## config.mk

```make
export PLATFORM = sky130hd
export DESIGN_NAME = mcbt_bus_seq
export DESIGN_NICKNAME = d
export VERILOG_FILES = /design/src/design/mcbt_pkg.sv /design/src/design/mcbt_bus_seq.sv /design/src/design/mcbt_fifo.sv
export VERILOG_INCLUDE_DIRS = /design/src /design/src/design
export SDC_FILE = /design/constraint.sdc
export NUM_CORES = 2
export LEC_CHECK = 0
export BUFFER_PORTS_ARGS = -buffer_cell sky130_fd_sc_hd__buf_2
export CORE_MARGIN = 8
export CORE_UTILIZATION = 50
export DETAILED_ROUTE_END_ITERATION = 16
export PLACE_DENSITY_LB_ADDON = 0.2
export RECOVER_POWER = 50
export SLEW_MARGIN = 10
export SYNTH_ARGS = -nofsm -noshare
export SYNTH_HDL_FRONTEND = slang
export SYNTH_SLANG_ARGS = --single-unit
```

## constraint.sdc

```tcl
create_clock -name clk -period 4.55 [get_ports clk]
set_input_delay 0 -clock clk [delete_from_list [all_inputs] [get_ports clk]]
set_output_delay 0 -clock clk [all_outputs]
set_load 0.1 [all_outputs]
```

## src/design/mcbt_defines.svh

```systemverilog
// constants for the multi-cycle burst bus sequencer
`ifndef MCBT_DEFINES_SVH
`define MCBT_DEFINES_SVH

// ----------------------------------------------------------------
// widths and sizes
// ----------------------------------------------------------------
`define MCBT_DATA_W 32
`define MCBT_FIFO_DEPTH 32
`define MCBT_CNT_W 6
`define MCBT_LINE_WORDS 3'h4
// a read may start only while the fifo can take a whole line
`define MCBT_ROOM_MAX 6'h1c

// ----------------------------------------------------------------
// request size codes (log2 of the byte count)
// ----------------------------------------------------------------
`define MCBT_SZ_1 3'h0
`define MCBT_SZ_2 3'h1
`define MCBT_SZ_4 3'h2
`define MCBT_SZ_8 3'h3
`define MCBT_SZ_16 3'h4

// ----------------------------------------------------------------
// address field positions
// ----------------------------------------------------------------
`define MCBT_LINE_LSB 4
`define MCBT_WORD_LSB 2

`endif

```

## src/design/mcbt_pkg.sv

```systemverilog
// types shared by the burst bus sequencer files
package mcbt_pkg;
  typedef enum logic [1:0] {MCBT_IDLE, MCBT_T1, MCBT_T2} mcbt_state_e;
  typedef logic [31:0] mcbt_word_t;
endpackage

```

## src/design/mcbt_bus_seq.sv

```systemverilog
// multi-cycle and burst transfer sequencer on the external bus
// Function
// RL1: prefetch, fp load, unaligned, fill may take multiple cycles
// RL2: burst items every clock, first needs two
// RL3: burst writes only on 8/16-bit bus, 32 bits
// RL4: burst starts with strobe, last deasserted second clock
// RL5: memory answers first cycle with burst ready to burst
// RL6: burst stays in one 16-byte line
// RL7: any multi-cycle read bursts only needed bytes; a cache fill with cache enable low bursts the whole 4-word line
// RL8: non-burstable cycles treat burst ready as ready
// RL9: both readies asserted: burst ready is ignored
// RL10: non-burst memories end cycles with nonburst ready
// RL11: last deasserted except in the final cycle
// RL12: memory ignores last in first clock
// RL13: cycle count from size, bus width, cache, alignment
// RL14: memory gives cache and size one clock early
// RL15: nonburst ready ends burst, rest follows burst order
// RL16: non-burst cycles each strobe and end on ready
// RL17: burst read strobes only in first cycle
// RL18: memory never asserts both readies in a burst
// RL19: bus cycle at least two clocks, strobe then ready
// RL20: any number of wait states accepted
// RL21: word order is first address xor item count
// RL22: handshakes active low, sampled on rising clock
`timescale 1ns/10ps
`default_nettype none
`include "mcbt_defines.svh"
module mcbt_bus_seq (
  input wire logic clk,
  input wire logic reset_n,
  input wire logic req_valid,
  output logic req_ready,
  input wire logic [31:0] req_addr,
  input wire logic [2:0] req_size,
  input wire logic req_write,
  input wire logic [31:0] req_wdata,
  input wire logic req_mem,
  input wire logic req_data,
  input wire logic req_burstable,
  input wire logic req_cacheable,
  output logic rd_valid,
  input wire logic rd_ready,
  output mcbt_pkg::mcbt_word_t rd_data,
  output logic addr_strobe_n,
  output logic last_transfer_n,
  output logic [27:0] line_address_upper,
  output logic [1:0] word_addr,
  output logic [3:0] byte_lane_enables_n,
  output logic mem_or_io_sel,
  output logic data_or_code_sel,
  output logic write_or_read_sel,
  output logic [31:0] data_out,
  output logic data_oe,
  input wire logic [31:0] data_in,
  input wire logic nonburst_ready_n,
  input wire logic burst_ready_n,
  input wire logic cache_enable_in_n,
  input wire logic bus_size8_n,
  input wire logic bus_size16_n
);
  import mcbt_pkg::*;

  typedef struct packed {
    mcbt_state_e st;
    logic ads_n;
    logic last_transfer_n_n;
    logic req_ready;
    logic [27:0] line;
    logic [1:0] first;
    logic [1:0] widx;
    logic [1:0] k;
    logic [1:0] sub;
    logic [2:0] nwords;
    logic [2:0] tot;
    logic fill_known;
    logic [7:0] mask;
    logic [3:0] be_n;
    logic mio;
    logic dc;
    logic wr;
    logic burstable;
    logic cacheable;
    logic ken_q_n;
    logic bs8_q_n;
    logic bus_size16_n_q_n;
    mcbt_word_t wdata;
    mcbt_word_t dout;
    logic doe;
    mcbt_word_t rbuf;
    logic push;
  } mcbt_seq_s;

  mcbt_seq_s s_r, s_nxt;
  logic fifo_in_ready;
  logic [`MCBT_CNT_W-1:0] fifo_cnt;
  logic room;
  logic nb, br, rdy, done, cont, lastsub;
  logic [2:0] subs_now, subs_q, tot_now, tot_q;
  logic [1:0] k_n, sub_n;

  // ----------------------------------------------------------------
  // helper functions
  // ----------------------------------------------------------------
  // data cycles per 32-bit word for a bus-size pair
  function automatic logic [2:0] subs_of(input logic b8_n,
                                         input logic b16_n);
    subs_of = !b8_n ? 3'h4 : (!b16_n ? 3'h2 : 3'h1);
  endfunction

  // true when item k, piece sub is the final data cycle
  function automatic logic is_last(input logic [1:0] k,
                                   input logic [1:0] sub,
                                   input logic [2:0] tot,
                                   input logic [2:0] subs);
    is_last = ({1'b0, k} == tot - 3'h1) &&
              ({1'b0, sub} == subs - 3'h1);
  endfunction

  // active-low lanes of word k from the request byte mask
  function automatic logic [3:0] lanes_n(input logic [7:0] mask,
                                         input logic [1:0] k,
                                         input logic fill);
    lanes_n = fill ? 4'h0 : (k[0] ? ~mask[7:4] : ~mask[3:0]);
  endfunction

  // merge one narrow or full data cycle into the word buffer
  function automatic mcbt_word_t merge(input mcbt_word_t buf_w,
                                       input mcbt_word_t din,
                                       input logic [2:0] subs,
                                       input logic [1:0] sub);
    mcbt_word_t r;
    r = buf_w;
    if (subs == 3'h4) r[sub*8 +: 8] = din[7:0];
    else if (subs == 3'h2) r[sub[0]*16 +: 16] = din[15:0];
    else r = din;
    merge = r;
  endfunction

  // a read may only start when a full line fits in the fifo; a word still
  // on its way into the fifo counts already, or a line could overflow it
  assign room = ((fifo_cnt + {5'h0, s_r.push}) <= `MCBT_ROOM_MAX) &&
                fifo_in_ready;

  // ----------------------------------------------------------------
  // next-state logic
  // ----------------------------------------------------------------
  always_comb begin
    s_nxt = s_r;
    s_nxt.push = 1'b0;
    // handshake inputs are plain levels taken at the rising edge [RL22]
    s_nxt.ken_q_n = cache_enable_in_n;
    s_nxt.bs8_q_n = bus_size8_n;
    s_nxt.bus_size16_n_q_n = bus_size16_n;
    subs_now = subs_of(bus_size8_n, bus_size16_n);
    subs_q = subs_of(s_r.bs8_q_n, s_r.bus_size16_n_q_n);
    // fill and length known from inputs of the clock before ready [RL13]
    tot_now = s_r.fill_known ? s_r.tot :
              ((s_r.cacheable && !s_r.wr && s_r.mio && !cache_enable_in_n)
               ? `MCBT_LINE_WORDS : s_r.nwords);
    tot_q = s_r.fill_known ? s_r.tot :
            ((s_r.cacheable && !s_r.wr && s_r.mio && !s_r.ken_q_n)
             ? `MCBT_LINE_WORDS : s_r.nwords);
    // nonburst ready wins when both are low [RL9]
    nb = !nonburst_ready_n;
    br = !burst_ready_n && nonburst_ready_n;
    rdy = nb || br;
    lastsub = ({1'b0, s_r.sub} == subs_q - 3'h1);
    done = lastsub && ({1'b0, s_r.k} == tot_q - 3'h1);
    // burst only where allowed; writes burst only on a narrow bus
    cont = br && s_r.burstable && (!s_r.wr || subs_q != 3'h1); // [RL8] [RL3]
    k_n = lastsub ? s_r.k + 2'h1 : s_r.k;
    sub_n = lastsub ? 2'h0 : s_r.sub + 2'h1;
    case (s_r.st)
      MCBT_IDLE: begin
        s_nxt.ads_n = 1'b1;
        s_nxt.doe = 1'b0;
        s_nxt.req_ready = room;
        if (req_valid && s_r.req_ready) begin
          // every request starts like a single cycle [RL4] [RL19]
          s_nxt.st = MCBT_T1;
          s_nxt.ads_n = 1'b0;
          s_nxt.req_ready = 1'b0;
          s_nxt.line = req_addr[31:`MCBT_LINE_LSB]; // [RL6]
          s_nxt.first = req_addr[3:`MCBT_WORD_LSB];
          s_nxt.widx = req_addr[3:`MCBT_WORD_LSB];
          s_nxt.k = 2'h0;
          s_nxt.sub = 2'h0;
          s_nxt.fill_known = 1'b0;
          // word count from size and alignment [RL1] [RL13] [RL7]
          case (req_size)
            `MCBT_SZ_16: s_nxt.nwords = 3'h4;
            `MCBT_SZ_8: s_nxt.nwords = 3'h2;
            default: s_nxt.nwords = ({1'b0, req_addr[1:0]} +
                                     (3'h1 << req_size) > 3'h4)
                                    ? 3'h2 : 3'h1;
          endcase
          s_nxt.tot = s_nxt.nwords;
          s_nxt.mask = (req_size > `MCBT_SZ_4) ? 8'hff :
                       8'((8'h01 << (3'h1 << req_size)) - 8'h01)
                       << req_addr[1:0];
          s_nxt.be_n = (req_size > `MCBT_SZ_4) ? 4'h0 :
                       ~s_nxt.mask[3:0];
          s_nxt.mio = req_mem;
          s_nxt.dc = req_data;
          s_nxt.wr = req_write;
          s_nxt.burstable = req_burstable;
          s_nxt.cacheable = req_cacheable;
          s_nxt.wdata = req_wdata;
          s_nxt.dout = req_wdata;
          s_nxt.doe = req_write;
        end
      end
      MCBT_T1: begin
        // ready in the first clock is not looked at
        s_nxt.ads_n = 1'b1;
        s_nxt.st = MCBT_T2;
        // more cycles to come keeps last high in the second clock [RL4]
        s_nxt.last_transfer_n_n = !is_last(s_r.k, s_r.sub, tot_now, subs_now);
      end
      MCBT_T2: begin
        if (rdy) begin
          s_nxt.fill_known = 1'b1;
          s_nxt.tot = tot_q;
          if (!s_r.wr) begin
            s_nxt.rbuf = merge(s_r.rbuf, data_in, subs_q, s_r.sub);
            s_nxt.push = lastsub;
          end
          if (done) begin
            s_nxt.st = MCBT_IDLE;
            s_nxt.last_transfer_n_n = 1'b1;
            s_nxt.doe = 1'b0;
          end else begin
            s_nxt.k = k_n;
            s_nxt.sub = sub_n;
            // next word follows the line order [RL21] [RL15]
            s_nxt.widx = s_r.first ^ k_n;
            s_nxt.be_n = lanes_n(s_r.mask, k_n,
                                 tot_q == `MCBT_LINE_WORDS);
            // narrow writes move the next piece to the low lanes
            s_nxt.dout = s_r.wdata >> ({3'h0, sub_n} *
                         ((subs_q == 3'h4) ? 5'h08 : 5'h10));
            if (cont) begin
              // next burst item without a new strobe [RL17] [RL2]
              s_nxt.last_transfer_n_n = !is_last(k_n, sub_n, tot_q, subs_now);
            end else begin
              // cut-short burst or non-burst: new strobed cycle [RL16] [RL15]
              s_nxt.st = MCBT_T1;
              s_nxt.ads_n = 1'b0;
            end
          end
        end else begin
          // wait state: hold address, keep last current [RL20] [RL11]
          s_nxt.last_transfer_n_n = !is_last(s_r.k, s_r.sub, tot_now, subs_now);
        end
      end
      default: begin
        s_nxt.st = MCBT_IDLE;
      end
    endcase
  end

  // ----------------------------------------------------------------
  // state register
  // ----------------------------------------------------------------
  always_ff @(posedge clk or negedge reset_n) begin
    if (!reset_n) begin
      s_r <= '0;
      s_r.st <= MCBT_IDLE;
      s_r.ads_n <= 1'b1;
      s_r.last_transfer_n_n <= 1'b1;
      s_r.be_n <= 4'hf;
      s_r.ken_q_n <= 1'b1;
      s_r.bs8_q_n <= 1'b1;
      s_r.bus_size16_n_q_n <= 1'b1;
    end else begin
      s_r <= s_nxt;
    end
  end

  // ----------------------------------------------------------------
  // read-data fifo
  // ----------------------------------------------------------------
  // the user side can stall; starts are held off until a line fits
  mcbt_fifo #(
    .WIDTH(`MCBT_DATA_W),
    .DEPTH(`MCBT_FIFO_DEPTH),
    .CW(`MCBT_CNT_W)
  ) u_fifo (
    .clk(clk),
    .reset_n(reset_n),
    .in_valid(s_r.push),
    .in_ready(fifo_in_ready),
    .in_data(s_r.rbuf),
    .out_valid(rd_valid),
    .out_ready(rd_ready),
    .out_data(rd_data),
    .count(fifo_cnt)
  );

  // bus outputs all come from the state register
  assign req_ready = s_r.req_ready;
  assign addr_strobe_n = s_r.ads_n;
  assign last_transfer_n = s_r.last_transfer_n_n;
  assign line_address_upper = s_r.line;
  assign word_addr = s_r.widx;
  assign byte_lane_enables_n = s_r.be_n;
  assign mem_or_io_sel = s_r.mio;
  assign data_or_code_sel = s_r.dc;
  assign write_or_read_sel = s_r.wr;
  assign data_out = s_r.dout;
  assign data_oe = s_r.doe;
endmodule
`default_nettype wire

```

## src/design/mcbt_fifo.sv

```systemverilog
// read-data fifo with valid/ready on both sides
`timescale 1ns/10ps
`default_nettype none
module mcbt_fifo #(
  parameter int WIDTH = 32,
  parameter int DEPTH = 32,
  parameter int CW = 6
) (
  input wire logic clk,
  input wire logic reset_n,
  input wire logic in_valid,
  output logic in_ready,
  input wire logic [WIDTH-1:0] in_data,
  output logic out_valid,
  input wire logic out_ready,
  output logic [WIDTH-1:0] out_data,
  output logic [CW-1:0] count
);
  typedef struct packed {
    logic [$clog2(DEPTH)-1:0] wp;
    logic [$clog2(DEPTH)-1:0] rp;
    logic [CW-1:0] cnt;
  } mcbt_fifo_s;

  mcbt_fifo_s s_r, s_nxt;
  logic [WIDTH-1:0] mem [DEPTH];
  logic push, pop;

  // ----------------------------------------------------------------
  // pointer and level update
  // ----------------------------------------------------------------
  always_comb begin
    push = in_valid && (s_r.cnt != CW'(DEPTH));
    pop = (s_r.cnt != '0) && out_ready;
    s_nxt = s_r;
    if (push) s_nxt.wp = s_r.wp + 1'b1;
    if (pop) s_nxt.rp = s_r.rp + 1'b1;
    s_nxt.cnt = s_r.cnt + CW'(push) - CW'(pop);
  end

  always_ff @(posedge clk or negedge reset_n) begin
    if (!reset_n) begin
      s_r <= '0;
    end else begin
      s_r <= s_nxt;
    end
  end

  // storage has no reset; only written words are ever read
  always_ff @(posedge clk) begin
    if (push) mem[s_r.wp] <= in_data;
  end

  assign in_ready = (s_r.cnt != CW'(DEPTH));
  assign out_valid = (s_r.cnt != '0);
  assign out_data = mem[s_r.rp];
  assign count = s_r.cnt;
endmodule
`default_nettype wire

```

==> run metrics <==
count of input and output buffers 218; Clk Latency, worst-skew pair 0.71 ns; Hold Fails Final Rpt 0; Period Utilization, post-route 83.5%; CP required 4.55 ns; Mean Syn Cell Area 19.1 um^2; Fin Hold WS 0.0495 ns; 1st-iter DRT viols 2591; worst-path maximum fanout 24; syn_nets 2710; dpl hpwl 74200 um; min-delay worst type in -> reg; pwr/cell area 706 mW/mm^2; xor/xnor share of the synthesized area 0.522%; post-synthesis mux area share 17.0%; final-report max-slew violation count 288; RePlAce Congestion 0.860; Crit. End Element output pin; Slew HR -62.4%; Chip Height 329 um; drt drc 0; highest-count cells in the layout ignoring fill and taps edfxtp_1 (1024), mux4_2 (320), nand2_1 (275); Num CTS Buffers 120; chip width 329 um; post-route cell area 0.0571 mm^2; Final Skew 0.0271 ns; Max Buffers Root-to-Sink 3; Tmin final 3.80 ns; Lkg Pwr 19.6 nW; TNS Setup 0 ns; Reg clk slew, reported paths 0.06 ns; GRT overflow 0; Synth Warn # 0; CTS HTree Levels 3; clock sinks 1206; Max rail drop VDD 0.653 mV; Async SR Flop Fraction 15.1%; Worst Max-Slew Pin Slew 2.44 ns; RSZ-0062 raised after global routing no; HP Start req_addr[28]; number of synthesized flops with an enable pin 1024; CP startpoint kind register; synth unique cells 80; Boundary Pins 219; Global Route Usage Sum 22.7%; crit path DAT 3.80 ns; CP Class reg -> out; violated checks capacitance limit, slew limit; Synth-to-Final Area Change 16.6%; Setup violations, final 0; full die area 0.108 mm^2; fmax 263 MHz; Worst path max stage delay 0.75 ns; CTS hold repair buffers 156; Pre-Repair DR Iteration Count 5; worst setup path startpoint u_fifo.s_r[6]; most frequent CP cell mux4_2; wire length per cell 28.5 um; critical path cell sequence buf_4 > mux4_2 > mux4_2 > mux2_2 > buf_2; CTS tree done; slowest CP cell dfrtp_4; largest net degree at the start of global routing 75; post-synthesis simple-gate area fraction 3.77%; synthesized netlist cell count 2562; vias in the first global route 27400; placed cell area 0.0517 mm^2; CORE AREA 0.0969 mm^2; Final #Nets 3083; area share of fa/ha/maj cells after synthesis 0.925%; Post-CTS Setup Bufs 0; register area share after synthesis 72.2%; most common cell after layout, fill and taps aside edfxtp_1; R2R setup slack 1.06 ns; row count 114; first-pass GRT wire length 182000 um; initial antenna violation count 3; maxcap violations 8; layout cells sized above 1 27.7%; total number of vias 26100; Detailed Route WL 123000 um; FF+latch count, synth 1206; Synth Area in Compound Gates 2.96%; main combinational cell family by area after synthesis multiplexers; Main synth FF type edfxtp_1; Final ANT Viol Nets 0; initial core utilization 50.5%; Mapped Area 0.0489 mm^2; quantity of gates resized following cts 0; outcome complete, but fails checks; worst r2r src u_fifo.count[2]; Root Driver clkbuf_16; Vias per Instance 6.05
[final cells by class]
class	count	area (um^2)
antenna	3	7.51
sequential	1206	35300
inverter	34	128
fill	6951	39800
clock buffer	164	3310
clock inverter	57	596
multi-input combinational	1118	12600
tap	1276	1600
timing repair buffer	455	3520
[synthesized netlist by cell type (12+ instances only)]
cell	n	area [um^2]
a22oi_1	28	210
mux2i_1	31	310
buf_1	16	60.1
mux4_2	320	7210
xnor2_1	17	149
nor2_1	81	304
nand2_1	275	1030
o21ai_0	37	185
clkbuf_1	76	285
buf_2	17	85.1
dfrtp_1	173	4330
buf_4	86	646
a21oi_1	56	280
edfxtp_1	1024	30700
mux2_4	27	405
mux2_2	34	383
ha_1	33	413
nand3_1	12	60.1
inv_1	33	124
a22o_1	20	175
[final timing paths]
kind,end,depth (start not counted)
hold reg to reg,line_address_upper[1],2
setup reg to reg,u_fifo.mem[13][19],7
setup / recovery,rd_data[7],5
min in group asynchronous,byte_lane_enables_n[1],3
hold / removal,line_address_upper[24],4
max in group asynchronous,asynchronous set/reset pin,4
[stage by stage]
step | utilization [%] | worst slack, ns | total power, mW | std cells
floorplan | - | 1.12 | 27.0 | 2562
global placement | 53.4 | 1.13 | 30.5 | 3933
detailed placement | 53.4 | 1.08 | 30.7 | 3933
CTS | 59.1 | 0.648 | 40.7 | 4310
global route | 58.9 | 0.574 | 41.8 | 4311
finish | 58.9 | 0.751 | 40.3 | 4313
[metal layers]
metal | track usage [%] | share of wire [%]
met5 | 0 | 0
met4 | 5.19 | 1.8
met3 | 4.82 | 8.6
met2 | 36.0 | 48
met1 | 32.5 | 42
[sequential cells by signal, summed over array words and instances, names as in the netlist, 2 cells and up, named ones only]
signal / count
byte_lane_enables_n: 4
s_r: 61
u_fifo.s_r: 10
word_addr: 2
u_fifo.count: 6
u_fifo.mem: 1024
data_out: 32
line_address_upper: 28
[critical path, delay by kind of cell (launching register included)]
family | cells | cell delay (ns)
flops | 1 | 0.75
mux | 3 | 1.45
buf+inv | 2 | 0.83
[cell families after synthesis]
kind of cell | Yosys count
compound gates | 213
mux | 414
flops | 1206
xor+xnor | 26
buf+inv | 238
simple gates | 430
fa+ha+maj | 35
[power by group]
group	switching, mW	internal [mW]
Combinational	9.36	4.93
Clock	4.05	5.70
Sequential	2.12	14.1
Total	15.5	24.8
Power figures use the tool's default switching activity.
